==> config.mk <==
export PLATFORM = sky130hd
export DESIGN_NAME = ssec_top
export DESIGN_NICKNAME = d
export VERILOG_FILES = /design/src/ssec_wdog.v /design/src/ssec_tglmon.v /design/src/ssec_top.v
export VERILOG_INCLUDE_DIRS = /design/src
export SDC_FILE = /design/constraint.sdc
export NUM_CORES = 1
export LEC_CHECK = 0
export BUFFER_PORTS_ARGS = -buffer_cell sky130_fd_sc_hd__buf_2
export CELL_PAD_IN_SITES_DETAIL_PLACEMENT = 2
export CELL_PAD_IN_SITES_GLOBAL_PLACEMENT = 2
export CORE_ASPECT_RATIO = 0.75
export CORE_MARGIN = 3
export CORE_UTILIZATION = 30
export CTS_CLUSTER_SIZE = 25
export DETAILED_ROUTE_END_ITERATION = 12
export PLACE_DENSITY = 0.63
export SETUP_SLACK_MARGIN = 0.1
export SYNTH_ARGS = -nofsm -noshare
export SYNTH_HDL_FRONTEND = slang
export SYNTH_SLANG_ARGS = --single-unit
==> constraint.sdc <==
create_clock -name core_clk -period 13.8 [get_ports core_clk]
set_clock_uncertainty 0.2 [all_clocks]
set_input_delay 2.07 -clock core_clk [delete_from_list [all_inputs] [get_ports core_clk]]
set_output_delay 2.07 -clock core_clk [all_outputs]
set_load 0.05 [all_outputs]
==> src/ssec_map.vh <==
// Purpose: shared constants for the slave state error checker
// Assumes: 40 MHz core clock, APB register access with 12-bit byte addresses
// Notes: state codes sit in the low nibble of the request field
// What this block does
// requested states coded 0x01 reset, 0x02 config, 0x03 fw update, 0x04 inputs-only, 0x08 run.
// bit 4 of the request field acknowledges an error, e.g. request 0x14.
// disallowed transition returns 0x0011, state kept, error set.
// undefined request code returns 0x0012, state kept, error set.
// fw update unsupported: reset to fw update returns 0x0013, stays reset.
// unusable firmware: reset to config returns 0x0014, stays reset.
// oversized download returns 0x0002 in any state, state kept.
// config to inputs-only with bad revision mapping returns 0x0004, stays config.
// mailbox setup mismatch: 0x0015 toward fw update, 0x0016 from reset toward config or inputs-only.
// buffer manager entries at 0x800 hold start, length and direction.
// process data length/start/direction mismatch returns 0x0017, state kept.
// no valid inputs in or entering run returns 0x0018, to inputs-only.
// stalled toggle or outputs not valid returns 0x0019, to inputs-only.
// toggle failures past limit or sync loss return 0x001A, to inputs-only.
// watchdog restarted by new outputs, 100 ms, expiry returns 0x001B.
// bad unit type 0x001C, output config 0x001D, input config 0x001E.
// rejected watchdog setup (0x400/0x420) returns 0x001F, to config.
// unspecified error returns 0x0001; 0x0000 means no error.
// power cycle needed returns 0x0020, state kept, error set.
// state plus error flag and last code readable, updated together.
// error flag clears only on acknowledge; code stays readable until then.
`ifndef SSEC_MAP_VH
`define SSEC_MAP_VH
`define SSEC_ST_RESET   4'h1
`define SSEC_ST_CONFIG  4'h2
`define SSEC_ST_FWUPD   4'h3
`define SSEC_ST_INONLY  4'h4
`define SSEC_ST_RUN     4'h8
`define SSEC_REQ_ACK    4
`define SSEC_C_NONE     16'h0000
`define SSEC_C_UNSPEC   16'h0001
`define SSEC_C_NOMEM    16'h0002
`define SSEC_C_REV      16'h0004
`define SSEC_C_TRANS    16'h0011
`define SSEC_C_UNKNOWN  16'h0012
`define SSEC_C_NOBOOT   16'h0013
`define SSEC_C_NOFW     16'h0014
`define SSEC_C_MBXB     16'h0015
`define SSEC_C_MBX      16'h0016
`define SSEC_C_PDCFG    16'h0017
`define SSEC_C_NOIN     16'h0018
`define SSEC_C_NOOUT    16'h0019
`define SSEC_C_SYNC     16'h001A
`define SSEC_C_WDOG     16'h001B
`define SSEC_C_TYPE     16'h001C
`define SSEC_C_OCFG     16'h001D
`define SSEC_C_ICFG     16'h001E
`define SSEC_C_WDCFG    16'h001F
`define SSEC_C_COLD     16'h0020
`define SSEC_A_REQ      12'h000
`define SSEC_A_STATUS   12'h004
`define SSEC_A_CODE     12'h008
`define SSEC_A_TGLCNT   12'h00C
`define SSEC_A_WDDIV    12'h400
`define SSEC_A_WDTIME   12'h420
`define SSEC_A_BM       12'h800
`define SSEC_BM_MASK    12'hFE0
`define SSEC_BM_EN      15
`define SSEC_BM_DIR     12
`define SSEC_BM_TYPE_HI 14
`define SSEC_BM_TYPE_LO 13
`define SSEC_TY_MBX     2'h2
`define SSEC_TY_PD      2'h0
`define SSEC_DIR_OUT    1'b0
`define SSEC_DIR_IN     1'b1
`define SSEC_WD_TIME_MS 100
`define SSEC_CLK_KHZ    40000
`define SSEC_WDDIV_RST  16'h0F9F
`define SSEC_WDTIME_RST 16'h03E8
`endif

==> src/ssec_wdog.v <==
// Purpose: process-data watchdog counting core cycles between output updates
// Assumes: limit is nonzero while run is high
// Notes: expired is a one-cycle pulse; the count restarts by itself after it
module ssec_wdog (
  // clock and reset
  input  wire        core_clk,
  input  wire        rst_sync_b,
  // control
  input  wire        run,
  input  wire        kick,
  input  wire [31:0] limit,
  // event
  output reg         expired
);
  reg  [31:0] cnt_r;

  always @(posedge core_clk or negedge rst_sync_b) begin
    if (!rst_sync_b) begin
      cnt_r   <= 32'h0;
      expired <= 1'b0;
    end else if (!run || kick) begin
      cnt_r   <= 32'h0;
      expired <= 1'b0;
    end else if (cnt_r == limit - 32'h1) begin
      cnt_r   <= 32'h0;
      expired <= 1'b1;
    end else begin
      cnt_r   <= cnt_r + 32'h1;
      expired <= 1'b0;
    end
  end
endmodule // ssec_wdog

==> src/ssec_tglmon.v <==
// Purpose: output toggle flag monitor with failure counter
// Assumes: new_data pulses once per received output update
// Notes: counter saturates; stalled and the counter clear while inactive, last toggle tracks the input
module ssec_tglmon #(
  parameter          CW    = 8,
  parameter [CW-1:0] LIMIT = 8'h08
) (
  // clock and reset
  input  wire          core_clk,
  input  wire          rst_sync_b,
  // inputs
  input  wire          active,
  input  wire          new_data,
  input  wire          toggle,
  // results
  output reg           stalled,
  output wire          limit_hit,
  output reg  [CW-1:0] fail_cnt
);
  reg          last_r;

  assign limit_hit = (fail_cnt > LIMIT);

  always @(posedge core_clk or negedge rst_sync_b) begin
    if (!rst_sync_b) begin
      last_r   <= 1'b0;
      stalled  <= 1'b0;
      fail_cnt <= {CW{1'b0}};
    end else if (!active) begin
      last_r   <= toggle;
      stalled  <= 1'b0;
      fail_cnt <= {CW{1'b0}};
    end else if (new_data) begin
      last_r <= toggle;
      if (toggle == last_r) begin
        stalled <= 1'b1;
        if (fail_cnt != {CW{1'b1}}) begin
          fail_cnt <= fail_cnt + {{(CW-1){1'b0}}, 1'b1};
        end
      end else begin
        stalled <= 1'b0;
      end
    end
  end
endmodule // ssec_tglmon

==> src/ssec_top.v <==
// Purpose: state request checker with status code reporting for a fieldbus slave
// Assumes: application inputs are on core_clk; APB slave with one wait state
// Notes: overflow, cold start and unspecified errors win over an acknowledge in the same cycle
//
// Decided for this implementation: the APB register port.
`include "ssec_map.vh"
module ssec_top #(
  parameter [31:0] WD_CYC     = `SSEC_WD_TIME_MS * `SSEC_CLK_KHZ,
  parameter        BOOT_OK    = 1,
  parameter [7:0]  TGL_LIMIT  = 8'h08,
  parameter [11:0] MBXO_START = 12'h000,
  parameter [11:0] MBXO_LEN   = 12'h080,
  parameter [11:0] MBXI_START = 12'h080,
  parameter [11:0] MBXI_LEN   = 12'h080,
  parameter [11:0] PDO_START  = 12'h100,
  parameter [11:0] PDI_START  = 12'h180
) (
  // clock and reset
  input  wire        core_clk,
  input  wire        rst_b,
  // apb slave
  input  wire        psel,
  input  wire        penable,
  input  wire        pwrite,
  input  wire [11:0] paddr,
  input  wire [31:0] pwdata,
  output reg  [31:0] prdata,
  output reg         pready,
  output reg         pslverr,
  // application checks
  input  wire        inputs_valid,
  input  wire        output_valid_indication,
  input  wire        output_toggle_flag,
  input  wire        out_data_new,
  input  wire        sync_lost,
  input  wire        fw_image_bad,
  input  wire        mapping_rev_bad,
  input  wire        mem_overflow,
  input  wire        cold_start_req,
  input  wire        unspec_err,
  input  wire [11:0] pd_out_len,
  input  wire [11:0] pd_in_len,
  // status
  output wire [3:0]  cur_state,
  output wire        err_flag,
  output wire [15:0] status_code
);

  reg         rst_s1_r;
  reg         rst_s2_r;
  wire        rst_sync_b;
  reg  [3:0]  state_r;
  reg         err_r;
  reg  [15:0] code_r;
  reg  [4:0]  req_r;
  reg  [15:0] wd_div_r;
  reg  [15:0] wd_time_r;
  reg  [15:0] bm_r [0:7];
  reg  [3:0]  st_nxt;
  reg         err_nxt;
  reg  [15:0] code_nxt;
  reg  [31:0] rdata;
  reg         hit;
  integer     i;

  // async assert, release through two flops
  always @(posedge core_clk or negedge rst_b) begin
    if (!rst_b) begin
      rst_s1_r <= 1'b0;
      rst_s2_r <= 1'b0;
    end else begin
      rst_s1_r <= 1'b1;
      rst_s2_r <= rst_s1_r;
    end
  end
  assign rst_sync_b = rst_s2_r;

  function code_ok;
    input [3:0] s;
    begin
      code_ok = (s == `SSEC_ST_RESET) || (s == `SSEC_ST_CONFIG) ||
                (s == `SSEC_ST_FWUPD) || (s == `SSEC_ST_INONLY) ||
                (s == `SSEC_ST_RUN);
    end
  endfunction

  function trans_ok;
    input [3:0] f;
    input [3:0] t;
    begin
      trans_ok = (t == `SSEC_ST_RESET) ||
                 ((f == `SSEC_ST_RESET) && (t == `SSEC_ST_CONFIG || t == `SSEC_ST_FWUPD)) ||
                 ((f == `SSEC_ST_CONFIG) && (t == `SSEC_ST_INONLY)) ||
                 ((f == `SSEC_ST_INONLY) && (t == `SSEC_ST_CONFIG || t == `SSEC_ST_RUN)) ||
                 ((f == `SSEC_ST_RUN) && (t == `SSEC_ST_CONFIG || t == `SSEC_ST_INONLY));
    end
  endfunction

  // start word, then length/direction/type/enable word
  function bm_match;
    input [15:0] sw;
    input [15:0] cw;
    input [11:0] s;
    input [11:0] l;
    input        d;
    begin
      bm_match = (sw[11:0] == s) && (cw[11:0] == l) && (cw[`SSEC_BM_DIR] == d);
    end
  endfunction

  function [1:0] bm_type;
    input [15:0] cw;
    begin
      bm_type = cw[`SSEC_BM_TYPE_HI:`SSEC_BM_TYPE_LO];
    end
  endfunction

  // apb
  wire        acc    = psel & penable;
  wire        wr_go  = acc & pready & pwrite & hit;
  wire        req_go = wr_go & (paddr == `SSEC_A_REQ);
  wire        bm_hit = ((paddr & `SSEC_BM_MASK) == `SSEC_A_BM);
  wire [3:0]  rq     = pwdata[3:0];
  wire        rq_ack = pwdata[`SSEC_REQ_ACK];

  // configuration checks
  wire mbx_ok = bm_r[1][`SSEC_BM_EN] && bm_r[3][`SSEC_BM_EN] &&
                bm_type(bm_r[1]) == `SSEC_TY_MBX && bm_type(bm_r[3]) == `SSEC_TY_MBX &&
                bm_match(bm_r[0], bm_r[1], MBXO_START, MBXO_LEN, `SSEC_DIR_OUT) &&
                bm_match(bm_r[2], bm_r[3], MBXI_START, MBXI_LEN, `SSEC_DIR_IN);
  wire out_used = (pd_out_len != 12'h000);
  wire in_used  = (pd_in_len != 12'h000);
  wire type_bad = (bm_r[5][`SSEC_BM_EN] && bm_type(bm_r[5]) != `SSEC_TY_PD) ||
                  (bm_r[7][`SSEC_BM_EN] && bm_type(bm_r[7]) != `SSEC_TY_PD);
  wire ocfg_bad = (bm_r[5][`SSEC_BM_EN] != out_used);
  wire icfg_bad = (bm_r[7][`SSEC_BM_EN] != in_used);
  wire pd_bad   = (out_used && !bm_match(bm_r[4], bm_r[5], PDO_START, pd_out_len, `SSEC_DIR_OUT)) ||
                  (in_used && !bm_match(bm_r[6], bm_r[7], PDI_START, pd_in_len, `SSEC_DIR_IN));
  wire [31:0] wd_lim = ({16'h0000, wd_div_r} + 32'h1) * {16'h0000, wd_time_r};
  wire wd_bad   = (wd_time_r == 16'h0000) || (wd_lim != WD_CYC);

  // runtime monitors
  wire       in_run   = (state_r == `SSEC_ST_RUN);
  wire       in_io    = in_run || (state_r == `SSEC_ST_INONLY);
  wire       wd_exp;
  wire       tgl_stall;
  wire       tgl_lim;
  wire [7:0] tgl_cnt;

  ssec_wdog u_wdog (
    .core_clk   (core_clk),
    .rst_sync_b (rst_sync_b),
    .run        (in_io & out_used & ~wd_bad),
    .kick       (out_data_new),
    .limit      (wd_lim),
    .expired    (wd_exp)
  );

  ssec_tglmon #(
    .CW    (8),
    .LIMIT (TGL_LIMIT)
  ) u_tglmon (
    .core_clk   (core_clk),
    .rst_sync_b (rst_sync_b),
    .active     (in_run),
    .new_data   (out_data_new),
    .toggle     (output_toggle_flag),
    .stalled    (tgl_stall),
    .limit_hit  (tgl_lim),
    .fail_cnt   (tgl_cnt)
  );

  // next state, error flag and code
  always @* begin
    st_nxt   = state_r;
    err_nxt  = err_r;
    code_nxt = code_r;
    if (req_go) begin
      if (rq_ack) begin
        err_nxt  = 1'b0;
        code_nxt = `SSEC_C_NONE;
      end
      if (pwdata[7:5] != 3'h0 || !code_ok(rq)) begin
        err_nxt  = 1'b1;
        code_nxt = `SSEC_C_UNKNOWN;
      end else if (rq == state_r) begin
        st_nxt = state_r;
      end else if (state_r == `SSEC_ST_RESET && rq == `SSEC_ST_INONLY && !mbx_ok) begin
        err_nxt  = 1'b1;
        code_nxt = `SSEC_C_MBX;
      end else if (!trans_ok(state_r, rq)) begin
        err_nxt  = 1'b1;
        code_nxt = `SSEC_C_TRANS;
      end else if (rq == `SSEC_ST_FWUPD && BOOT_OK == 0) begin
        err_nxt  = 1'b1;
        code_nxt = `SSEC_C_NOBOOT;
      end else if (rq == `SSEC_ST_FWUPD && !mbx_ok) begin
        err_nxt  = 1'b1;
        code_nxt = `SSEC_C_MBXB;
      end else if (state_r == `SSEC_ST_RESET && rq == `SSEC_ST_CONFIG && fw_image_bad) begin
        err_nxt  = 1'b1;
        code_nxt = `SSEC_C_NOFW;
      end else if (state_r == `SSEC_ST_RESET && rq == `SSEC_ST_CONFIG && !mbx_ok) begin
        err_nxt  = 1'b1;
        code_nxt = `SSEC_C_MBX;
      end else if (state_r == `SSEC_ST_CONFIG && rq == `SSEC_ST_INONLY) begin
        if (mapping_rev_bad) begin
          err_nxt  = 1'b1;
          code_nxt = `SSEC_C_REV;
        end else if (type_bad) begin
          st_nxt   = `SSEC_ST_INONLY;
          err_nxt  = 1'b1;
          code_nxt = `SSEC_C_TYPE;
        end else if (ocfg_bad) begin
          st_nxt   = `SSEC_ST_INONLY;
          err_nxt  = 1'b1;
          code_nxt = `SSEC_C_OCFG;
        end else if (icfg_bad) begin
          st_nxt   = `SSEC_ST_INONLY;
          err_nxt  = 1'b1;
          code_nxt = `SSEC_C_ICFG;
        end else if (pd_bad) begin
          err_nxt  = 1'b1;
          code_nxt = `SSEC_C_PDCFG;
        end else if (out_used && wd_bad) begin
          err_nxt  = 1'b1;
          code_nxt = `SSEC_C_WDCFG;
        end else begin
          st_nxt = rq;
        end
      end else if (state_r == `SSEC_ST_INONLY && rq == `SSEC_ST_RUN) begin
        if (pd_bad) begin
          err_nxt  = 1'b1;
          code_nxt = `SSEC_C_PDCFG;
        end else if (!inputs_valid) begin
          err_nxt  = 1'b1;
          code_nxt = `SSEC_C_NOIN;
        end else if (!output_valid_indication) begin
          err_nxt  = 1'b1;
          code_nxt = `SSEC_C_NOOUT;
        end else if (sync_lost) begin
          err_nxt  = 1'b1;
          code_nxt = `SSEC_C_SYNC;
        end else begin
          st_nxt = rq;
        end
      end else begin
        st_nxt = rq;
      end
    end
    // hardware events are applied last so they beat an acknowledge and hold the state
    if (mem_overflow) begin
      st_nxt   = state_r;
      err_nxt  = 1'b1;
      code_nxt = `SSEC_C_NOMEM;
    end else if (cold_start_req) begin
      st_nxt   = state_r;
      err_nxt  = 1'b1;
      code_nxt = `SSEC_C_COLD;
    end else if (unspec_err) begin
      st_nxt   = state_r;
      err_nxt  = 1'b1;
      code_nxt = `SSEC_C_UNSPEC;
    end else if (!err_nxt && in_io && !req_go) begin
      // runtime faults raise once, then wait for an acknowledge
      if (type_bad) begin
        st_nxt   = `SSEC_ST_INONLY;
        err_nxt  = 1'b1;
        code_nxt = `SSEC_C_TYPE;
      end else if (ocfg_bad) begin
        st_nxt   = `SSEC_ST_INONLY;
        err_nxt  = 1'b1;
        code_nxt = `SSEC_C_OCFG;
      end else if (icfg_bad) begin
        st_nxt   = `SSEC_ST_INONLY;
        err_nxt  = 1'b1;
        code_nxt = `SSEC_C_ICFG;
      end else if (wd_exp) begin
        st_nxt   = `SSEC_ST_INONLY;
        err_nxt  = 1'b1;
        code_nxt = `SSEC_C_WDOG;
      end else if (in_run && !inputs_valid) begin
        st_nxt   = `SSEC_ST_INONLY;
        err_nxt  = 1'b1;
        code_nxt = `SSEC_C_NOIN;
      end else if (in_run && (!output_valid_indication || tgl_stall)) begin
        st_nxt   = `SSEC_ST_INONLY;
        err_nxt  = 1'b1;
        code_nxt = `SSEC_C_NOOUT;
      end else if (in_run && (tgl_lim || sync_lost)) begin
        st_nxt   = `SSEC_ST_INONLY;
        err_nxt  = 1'b1;
        code_nxt = `SSEC_C_SYNC;
      end
    end
  end

  // state, flag and code move together
  always @(posedge core_clk or negedge rst_sync_b) begin
    if (!rst_sync_b) begin
      state_r <= `SSEC_ST_RESET;
      err_r   <= 1'b0;
      code_r  <= `SSEC_C_NONE;
    end else begin
      state_r <= st_nxt;
      err_r   <= err_nxt;
      code_r  <= code_nxt;
    end
  end

  // register writes
  always @(posedge core_clk or negedge rst_sync_b) begin
    if (!rst_sync_b) begin
      req_r     <= 5'h00;
      wd_div_r  <= `SSEC_WDDIV_RST;
      wd_time_r <= `SSEC_WDTIME_RST;
      for (i = 0; i < 8; i = i + 1) begin
        bm_r[i] <= 16'h0000;
      end
    end else if (wr_go) begin
      if (paddr == `SSEC_A_REQ) begin
        req_r <= pwdata[4:0];
      end
      if (paddr == `SSEC_A_WDDIV) begin
        wd_div_r <= pwdata[15:0];
      end
      if (paddr == `SSEC_A_WDTIME) begin
        wd_time_r <= pwdata[15:0];
      end
      if (bm_hit) begin
        bm_r[paddr[4:2]] <= pwdata[15:0];
      end
    end
  end

  // read decode
  always @* begin
    rdata = 32'h0000_0000;
    hit   = 1'b1;
    if (paddr[1:0] != 2'b00) begin
      hit = 1'b0;
    end else if (bm_hit) begin
      rdata = {16'h0000, bm_r[paddr[4:2]]};
    end else begin
      case (paddr)
        `SSEC_A_REQ:    rdata = {27'h0, req_r};
        `SSEC_A_STATUS: rdata = {27'h0, err_r, state_r};
        `SSEC_A_CODE:   rdata = {16'h0000, code_r};
        `SSEC_A_TGLCNT: rdata = {24'h0, tgl_cnt};
        `SSEC_A_WDDIV:  rdata = {16'h0000, wd_div_r};
        `SSEC_A_WDTIME: rdata = {16'h0000, wd_time_r};
        default:        hit   = 1'b0;
      endcase
    end
  end

  // one wait state so read data comes from a flop
  always @(posedge core_clk or negedge rst_sync_b) begin
    if (!rst_sync_b) begin
      pready  <= 1'b0;
      pslverr <= 1'b0;
      prdata  <= 32'h0000_0000;
    end else if (acc && !pready) begin
      pready  <= 1'b1;
      pslverr <= ~hit;
      prdata  <= (pwrite || !hit) ? 32'h0000_0000 : rdata;
    end else begin
      pready  <= 1'b0;
      pslverr <= 1'b0;
    end
  end

  assign cur_state   = state_r;
  assign err_flag    = err_r;
  assign status_code = code_r;

endmodule // ssec_top

; ---- Yosys cells after proc, flatten, opt, wreduce, memory -nomap -nowiden
; Index checks and enable logic that the tools add are counted.
[word_totals]
elab_cells = 284
inputBits = 83
ff_bits = 265
output_inout_bits = 55
[classes]
n_bitwise = 15
magnitude_cmp = 3
mux = 120
reduce_logical = 83
eq_ne = 34
addsub = 4
multipliers = 1
[ops]
columns = op, count
row1 = $mux W16, 35
row2 = $mux W32, 5
row3 = $bwmux W128, 1
row4 = $mux W4, 28
row5 = $pmux W16 S6, 1
row6 = $bmux W16 S3, 1
row7 = $demux W16 S3, 1
row8 = $mux W1, 44
row9 = $eq A12 B8 Y1 const B, 3
row10 = $logic_and A1 B1 Y1, 36
row11 = $add A32 B1 Y32 const B, 1
row12 = $eq A32 B32 Y1, 1
row13 = $mul A17 B16 Y32, 1
row14 = $mux W8, 4
row15 = $ne A32 B22 Y1 const B, 1
row16 = $sub A32 B1 Y32 const B, 1
row17 = $eq A12 B11 Y1 const B, 2
row18 = $eq A12 B12 Y1, 2
row19 = $eq A12 B4 Y1 const B, 2
row20 = $eq A12 B9 Y1 const B, 2
row21 = $logic_not A12 Y1, 2
row22 = $reduce_bool A12 Y1, 2
row23 = $logic_or A1 B1 Y1, 20
row24 = $add A16 B1 Y17 const B, 1
row25 = other kinds (27), 63

; ---- Depth between registers and ports, before layout
; Gate-level depths: netlist (run 1).
[logic_depth]
word_depth = 31
mapped_depth = 34
mapped_depth_nobuf = 29

; ---- Hierarchy
; From an unflattened synthesis (run 1), not the netlist that was laid out.
[hier_totals]
cells_unflattened = 2496
hier_area_um2 = 24109.4
[modules_own_cells]
columns = module, seq_area_each_um2, n_inst, cells_per_inst, area_each_um2
row1 = ssec_top, 5176.2, 1, 2102, 20596.0
row2 = ssec_wdog, 825.8, 1, 333, 2902.8
row3 = ssec_tglmon, 250.2, 1, 61, 610.6

; ---- Least setup slack after synthesis (run 1)
; OpenSTA, ideal clock, no wires.
[synth_path]
kind = reg-to-reg
from = register wd_div_r[0]
to = register u_wdog.cnt_r[11]
stages_incl_launch_ff = 32
slack_ps = 5068
path_buffers = 4
period_less_slack_ps = 8732
t_arrival_ps = 8404
required_ps = 13472
setup_ps = 128
cell_sequence = dfstp_2 > clkbuf_1 > nand2_1 > nor2_1 > nand3_1 > or2_2 > xnor2_1 > clkbuf_1 > nand2_1 > fa_1 > fa_1 > fa_1 > inv_1 > fa_1 > inv_1 > fa_1 > fa_1 > inv_1 > ha_1 > buf_6 > a211oi_2 > o21bai_2 > or2_1 > o211ai_2 > o2111ai_4 > or3_1 > a211o_1 > a2111oi_2 > a211oi_1 > a211oi_4 > buf_8 > a211oi_2
[synth_between]
elab_chain_len = 9
word_cells_on_any_way = 12
cone_classes = add/sub: 2 / mul: 1 / eq/ne: 2 / mux: 2 / bitwise: 2 / reduce/logical: 3
[synth_lines]
columns = element, line_no
row1 = from (decl), ssec_top.v:56  ; reg [15:0] wd_div_r;
row2 = from (signal assigned), ssec_top.v:315  ; wd_div_r <= `SSEC_WDDIV_RST;
row3 = from (signal assigned), ssec_top.v:325  ; wd_div_r <= pwdata[15:0];
row4 = $add A16 B1 Y17 *, ssec_top.v:139  ; wire [31:0] wd_lim = ({16'h0000, wd_div_r} + 32'h1) * {16'h0000, wd_time_r};
row5 = $mul A17 B16 Y32 *, ssec_top.v:139
row6 = "parallel branches: the longest is 6 deep, another holds $sub A32 B1 Y32", --
row7 = $mux W32 *, ssec_wdog.v:21  ; end else if (!run || kick) begin
row8 = to (signal assigned), ssec_wdog.v:28  ; cnt_r <= cnt_r + 32'h1;
row9 = to (decl), ssec_wdog.v:15  ; reg [31:0] cnt_r;
; Every way passes the cells marked *.
; A chain may end at the register's enable or synchronous reset.

; ---- Worst setup path after layout (run 1)
[layout_path]
from = register wd_div_r[0]
to = register u_wdog.cnt_r[2]
; The elaborated chain is that of the path after synthesis.

==> results.sh, run 1 <==
export IMPL_outcome="complete, no violations"
export IMPL_clock_sinks=249
export IMPL_drive_above_1_share_pct=18.12
export IMPL_routed_wl_mm=88.72
export IMPL_maxCapViolCount=0
export IMPL_start_util_pct=30.39
export IMPL_finalNetCount=2880
export IMPL_grt_pass1_vias=21150
export IMPL_synth_edff_count=0
export IMPL_cts_root_buf="clkbuf_16"
export IMPL_die_h_um=250.8
export IMPL_dr_total_vias=19140
export IMPL_fin_crit_sh_pct=80.05
export IMPL_clockBufferDepth=3
export IMPL_period_minus_slack_ns=11.05
export IMPL_antenna_found_initial=7
export IMPL_p_leak_uw=0.01094
export IMPL_overflow=0
export IMPL_fmax_mhz=90.52
export IMPL_clock_latency_ns=0.57
export IMPL_endpoint_kind="flop"
export IMPL_finalHoldViolCount=0
export IMPL_grt_use_total_pct=21.24
export IMPL_yosysUniqueCellTypes=101
export IMPL_ctsResizeCount=0
export IMPL_syn_area_per_cell_um2=9.748
export IMPL_io_buffers=105
export IMPL_finalWeightedCongestion=0.8872
export IMPL_worst_path_most_repeated_cell="fa_1"
export IMPL_ir_drop_mv=0.07875
export IMPL_hold_path_class="flop to flop"
export IMPL_fin_tns_setup_ns=0
export IMPL_syn_cell_area_um2=23960
export IMPL_cts_buffers=28
export IMPL_critical_path_max_fanout=21
export IMPL_yosysWarnings=0
export IMPL_required_ns=14.01
export IMPL_place_hpwl_mm=68.67
export IMPL_critPathLaunchType="flop"
export IMPL_cp_arrival_ns=11.26
export IMPL_cts_tree="built"
export IMPL_synth_seq_area_share_pct=26.09
export IMPL_grt_pass1_wl_mm=136.6
export IMPL_detail_route_antenna_nets=0
export IMPL_crit_path_max_incr_delay_ns=0.96
export IMPL_io_pins=138
export IMPL_die_area_um2=83340
export IMPL_drc_errors=0
export IMPL_hold_buffers=0
export IMPL_grt_max_degree=72
export IMPL_dr_pass1_iters=5
export IMPL_stdcell_count=3554
export IMPL_async_flop_share_pct=100.0
export IMPL_setup_violations=0
export IMPL_syn_to_final_growth_pct=10.30
export IMPL_cts_clk_slew_worst_paths_ns=0.06
export IMPL_htreeDepth=1
export IMPL_dpl_cell_count=3500
export IMPL_cts_setup_buffers=0
export IMPL_viasPerCell=5.386
export IMPL_syn_instance_count=2458
export IMPL_die_w_um=332.3
export IMPL_cpMaxStageDelayCell="nor4b_2"
export IMPL_slew_headroom_pct=12.72
export IMPL_worstSetupPathType="flop to flop"
export IMPL_fillers=8631
export IMPL_tightest_slew_ns=1.305
export IMPL_ys_flop_type="dfrtp_1"
export IMPL_dr_first_iter_drc_count=1259
export IMPL_power_density_nw_per_um2=61.21
export IMPL_routedWlPerCell_um=24.96
export IMPL_synth_seq_cells=249
export IMPL_rsz0062_at_grt="no"
export IMPL_core_area_um2=78840
export IMPL_rows=89
export IMPL_slew_viol_final=0
layout by cell type, fill, tap and decap left out, types with 8 or more instances in the layout:
cell,instances
o21ai_1,10
or3_1,12
a21o_1,9
nand2_1,331
dfstp_2,17
and3_1,29
ha_1,106
conb_1,17
nor2_1,139
inv_1,199
clkbuf_16,29
clkbuf_1,8
nor3_1,37
nand4_1,34
nand2b_1,12
nand3_1,50
nor4_1,35
buf_4,33
and4_1,15
mux2i_1,45
xnor2_1,91
a31oi_1,12
a21oi_1,49
a211oi_2,14
dfrtp_1,231
clkbuf_8,8
mux4_2,36
and2_1,76
xor2_1,38
o21ai_0,75
o21a_1,13
a211o_1,11
nor4b_1,12
nor2b_1,17
buf_2,105
o211ai_1,12
a211oi_1,25
mux2_2,150
fa_1,207
power by group:
group / switching [µW] / total [µW] / internal [µW]
clock network: 322 / 787 / 465
registers: 4.95 / 737 / 732
logic: 69.8 / 93.7 / 23.9
kinds of logic (layout without fill, tap and decap cells):
| logic type | after synthesis | count (layout) | synth area share, % |
|---|---|---|---|
| AND/OR/NAND/NOR | 852 | 852 | 17.71 |
| buffers and inverters | 357 | 390 | 6.062 |
| AO/OA/AOI/OAI | 317 | 317 | 9.634 |
| adder cells (fa/ha/maj) | 313 | 313 | 22.83 |
| flip-flops | 249 | 249 | 26.09 |
| multiplexers | 231 | 231 | 12.31 |
| XOR/XNOR | 137 | 137 | 5.331 |
| other | 2 | 19 | 0.03134 |
sequential cells by signal, indices dropped and copies added, names as in the netlist, 4 cells and up:
signal / count
bm_r: 128
u_wdog.cnt_r: 32
prdata: 16
status_code: 16
wd_div_r: 16
wd_time_r: 16
u_tglmon.fail_cnt: 8
req_r: 5
cur_state: 4
per-layer routing:
layer	vias up	share of wire [%]	wire (µm)	global-route usage, %
met5	-	0.034	30	0
met4	4	1.4	1256	3.142
met3	81	5.0	4448	3.491
met2	368	43	38270	32.12
met1	10230	50	44710	32.38
li1	8457	-	-	-
worst max-delay path: cells and delay by family, from the launching register on:
family          cells  cell delay [ns]
compound gates      4             0.92
xor+xnor            2             0.40
fa+ha+maj           8             3.96
buf+inv             5             0.72
flops               1             0.91
simple gates       10             3.75
cell type report:
cell class | count | area [µm²] | area share [%]
Antenna cell | 2 | 5.005 | 0.01894
Clock buffer | 45 | 865.8 | 3.276
Clock inverter | 7 | 88.84 | 0.3361
Inverter | 200 | 750.7 | 2.841
Multi-Input combinational cell | 1867 | 16380 | 61.98
Sequential cell | 249 | 6256 | 23.67
Tap cell | 1046 | 1309 | 4.952
Timing Repair Buffer | 138 | 773.2 | 2.926
worst paths after layout:
kind | start | end | slack (ns) | cells after the start
worst min-delay path | rst_s1_r$_DFF_PN0_ | rst_s2_r$_DFF_PN0_ | 0.15 | 0
worst min register to register | rst_s1_r$_DFF_PN0_ | rst_s2_r$_DFF_PN0_ | 0.15 | 0
worst max register to register | wd_div_r[0]$_DFFE_PN1P_ | u_wdog.cnt_r[2]$_DFF_PN0_ | 2.75 | 29
min in group asynchronous | rst_s2_r$_DFF_PN0_ | cur_state[3]$_DFFE_PN0P_ | 0.17 | 0
max in group asynchronous | rst_s2_r$_DFF_PN0_ | bm_r[127]$_DFFE_PN0P_ | 10.14 | 3
worst max-delay path | wd_div_r[0]$_DFFE_PN1P_ | u_wdog.cnt_r[2]$_DFF_PN0_ | 2.75 | 29
cells in the mapped netlist (all sizes together) (5+ instances only):
cell       n  area (µm²)
nor4      38       244.0
o21a      14       106.4
and4      15       131.4
xor2      41       374.1
a211oi    41       402.9
mux2i     45       450.4
nand3b     5       37.54
o211ai    16       140.1
a2111oi    8       82.58
buf       49       296.5
nor2     141       534.3
nand4b     5       43.79
o21ai     85       425.4
and3      29       181.4
o22ai      6       37.54
a21o       9       67.56
inv      199       747.0
and2      76       475.5
or3       12       75.07
clkbuf   108       405.4
fa       207        4144
a211o     11       96.34
a21oi     56       306.6
xnor2     92       813.3
nor4b     14       135.1
nor3b      6       61.31
or2        8       50.05
nand4     35       225.2
o211a      5       50.05
ha       106        1326
nor3      41       215.2
dfrtp    232        5806
a31oi     13       81.33
nand2    331        1242
dfstp     17       446.7
nand3     52       270.3
mux2     150        1689
o31ai      5       37.54
nor2b     17       106.4
nand2b    12       75.07
mux4      36       810.8
through the flow:
step	util (%)	total power [µW]	setup slack (ns)	instance area (µm²)	hold slack [ns]
2_1_floorplan	-	808.3	5.068	24020	0.1312
3_3_place_gp	32.31	842.1	3.034	25470	0.1410
3_5_place_dp	32.31	844.4	2.773	25470	0.1412
4_1_cts	33.52	1637	2.730	26420	0.1571
5_1_grt	33.52	1678	1.964	26420	0.1665
6_report	33.52	1618	2.752	26430	0.1536
No activity file was read; power rests on OpenSTA's default activity.
==> run 2, diff against run 1 <==
PLACE_DENSITY = 0.66   (was 0.63)
clock period = 9.7 ns   (was 13.8 ns; I/O delays follow)
==> results.sh, run 2 (synthesis gave the netlist of run 1 again) <==
export IMPL_outcome="complete, no violations"
export IMPL_die_w_um=332.3
export IMPL_clockBufferDepth=3
export IMPL_grt_max_degree=157
export IMPL_critPathLaunchType="flop"
export IMPL_final_cell_mix="nand2_1, dfrtp_1, fa_1"
export IMPL_ir_drop_mv=0.1337
export IMPL_stdcell_count=3596
export IMPL_drc_errors=0
export IMPL_regMostFlops="bm_r"
export IMPL_drive_above_1_share_pct=20.46
export IMPL_fin_crit_sh_pct=95.10
export IMPL_routed_wl_mm=89.60
export IMPL_grt_use_met3_pct=3.268
export IMPL_finalWeightedCongestion=0.9051
export IMPL_rows=89
export IMPL_clock_sinks=249
export IMPL_io_pins=138
export IMPL_grt_pass1_vias=21820
export IMPL_p_int_uw=1766
export IMPL_grt_use_total_pct=21.50
export IMPL_worstSetupPathType="flop to flop"
export IMPL_critical_path_max_fanout=16
export IMPL_crit_path_max_incr_delay_ns=0.60
export IMPL_cts_clk_slew_worst_paths_ns=0.06
export IMPL_grt_busiest_layer="met2"
export IMPL_routedWlPerCell_um=24.92
export IMPL_die_h_um=250.8
export IMPL_die_area_um2=83340
export IMPL_p_leak_uw=0.01118
export IMPL_syn_to_final_growth_pct=12.69
export IMPL_pwr_share_clk_pct=49.7
export IMPL_start_util_pct=30.39
export IMPL_cpMaxStageDelayCell="fa_1"
export IMPL_worst_path_most_repeated_cell="fa_1"
export IMPL_required_ns=10.00
export IMPL_pwr_share_seq_pct=44.6
export IMPL_viasPerCell=5.373
export IMPL_cts_root_buf="clkbuf_16"
export IMPL_fmax_mhz=108.4
export IMPL_preCtsSetupSlack_ns=-0.09193
export IMPL_top_regs="bm_r: 128 flops, u_wdog.cnt_r: 32 flops"
export IMPL_largest_reg_flops=128
export IMPL_postLayoutSetupSlackWorst_ns=0.4751
export IMPL_setup_violations=0
export IMPL_use_met2_pct=33.60
export IMPL_hold_path_class="flop to async pin"
export IMPL_total_power_uw=2350
export IMPL_finalHoldViolCount=0
export IMPL_endpoint_kind="flop"
export IMPL_core_area_um2=78840
export IMPL_cp_arrival_ns=9.52
export IMPL_fin_tns_setup_ns=0
export IMPL_grt_pass1_wl_mm=139.0
export IMPL_p_comb_share_pct=5.7
export IMPL_period_minus_slack_ns=9.225
export IMPL_antenna_found_initial=4
export IMPL_htreeDepth=1
export IMPL_power_density_nw_per_um2=87.01
export IMPL_dr_first_iter_drc_count=1215
export IMPL_overflow=0
export IMPL_rsz0062_at_grt="yes"
export IMPL_slew_viol_final=0
export IMPL_detail_route_antenna_nets=0
export IMPL_dr_pass1_iters=5
export IMPL_tightest_slew_ns=1.273
export IMPL_whs_ns=0.1089
export IMPL_cts_tree="built"
export IMPL_switchingPower_uw=583.4
export IMPL_place_hpwl_mm=70.15
export IMPL_cts_buffers=30
export IMPL_layout_commonest_cell="nand2_1"
export IMPL_io_buffers=105
export IMPL_maxCapViolCount=0
export IMPL_dpl_cell_count=3536
export IMPL_slew_headroom_pct=14.85
export IMPL_finalNetCount=2920
export IMPL_clock_latency_ns=0.60
export IMPL_swShare_pct=24.83
export IMPL_gr_usage_met1_pct=32.27
export IMPL_dr_total_vias=19320
## run 2: cell types whose count changed in the layout (fill, tap and decap cells not counted), sizes merged
cell / before / now
diode: 2 / 4
inv: 200 / 199
buf: 138 / 176
clkbuf: 45 / 44
clkinvlp: 0 / 2
clkinv: 5 / 7
## run 2: cell type report
type / instances / area [µm²]
Antenna cell: 4 / 10.01
Clock buffer: 44 / 893.4
Clock inverter: 10 / 133.9
Fill cell: 8544 / 51840
Inverter: 200 / 750.7
Multi-Input combinational cell: 1867 / 16500
Sequential cell: 249 / 6256
Tap cell: 1046 / 1309
Timing Repair Buffer: 176 / 1150
## run 2: final timing paths
path / from / to / slack, ns / depth (start not counted)
min: rst_s2_r$_DFF_PN0_ / u_wdog.cnt_r[26]$_DFF_PN0_ / 0.11 / 0
min in group core_clk: rst_s1_r$_DFF_PN0_ / rst_s2_r$_DFF_PN0_ / 0.15 / 0
max in group asynchronous: rst_s2_r$_DFF_PN0_ / prdata[13]$_DFFE_PN0P_ / 7.81 / 1
min reg2reg: rst_s2_r$_DFF_PN0_ / u_wdog.cnt_r[26]$_DFF_PN0_ / 0.11 / 0
max: wd_div_r[3]$_DFFE_PN1P_ / status_code[9]$_DFF_PN0_ / 0.48 / 30
max reg2reg: wd_div_r[3]$_DFFE_PN1P_ / status_code[9]$_DFF_PN0_ / 0.48 / 30
## run 2: what timing repair did
action,4_1_cts,5_1_grt
setup endpoints to repair,50,51
hold buffers,0,0
resized for setup,4,32
setup buffers,0,2
pin swaps,0,4
## run 2: layer usage
metal | routed length (µm) | up-vias
li1 | - | 8515
met1 | 44000 | 10360
met2 | 40030 | 381
met3 | 4529 | 62
met4 | 1023 | 2
met5 | 13 | -
## run 2: power by group through the flow
stage                     logic (µW)  registers (µW)  clock network [µW]
after detailed placement         133            1070                   0
after floorplan                 69.0            1080                   0
final                            134            1050                1170
after global placement           130            1070                   0
after global routing             144            1050                1240
after CTS                        134            1050                1190
## run 2: metrics by stage
stage	utilization (%)	area, µm²
floorplan	-	24020
global placement	32.73	25800
detailed placement	32.73	25800
CTS	34.04	26840
global route	34.24	27000
finish	34.25	27000
## run 2: critical path: cells and delay by family (launching register included)
kind | cells | cell delay [ns]
AOI/OAI and AO/OA | 7 | 1.98
and+or+nand+nor | 10 | 1.96
adders and majority gates | 7 | 3.46
xor gates and xnor gates | 1 | 0.22
DFF | 1 | 0.59
buffers and inverters | 5 | 0.68
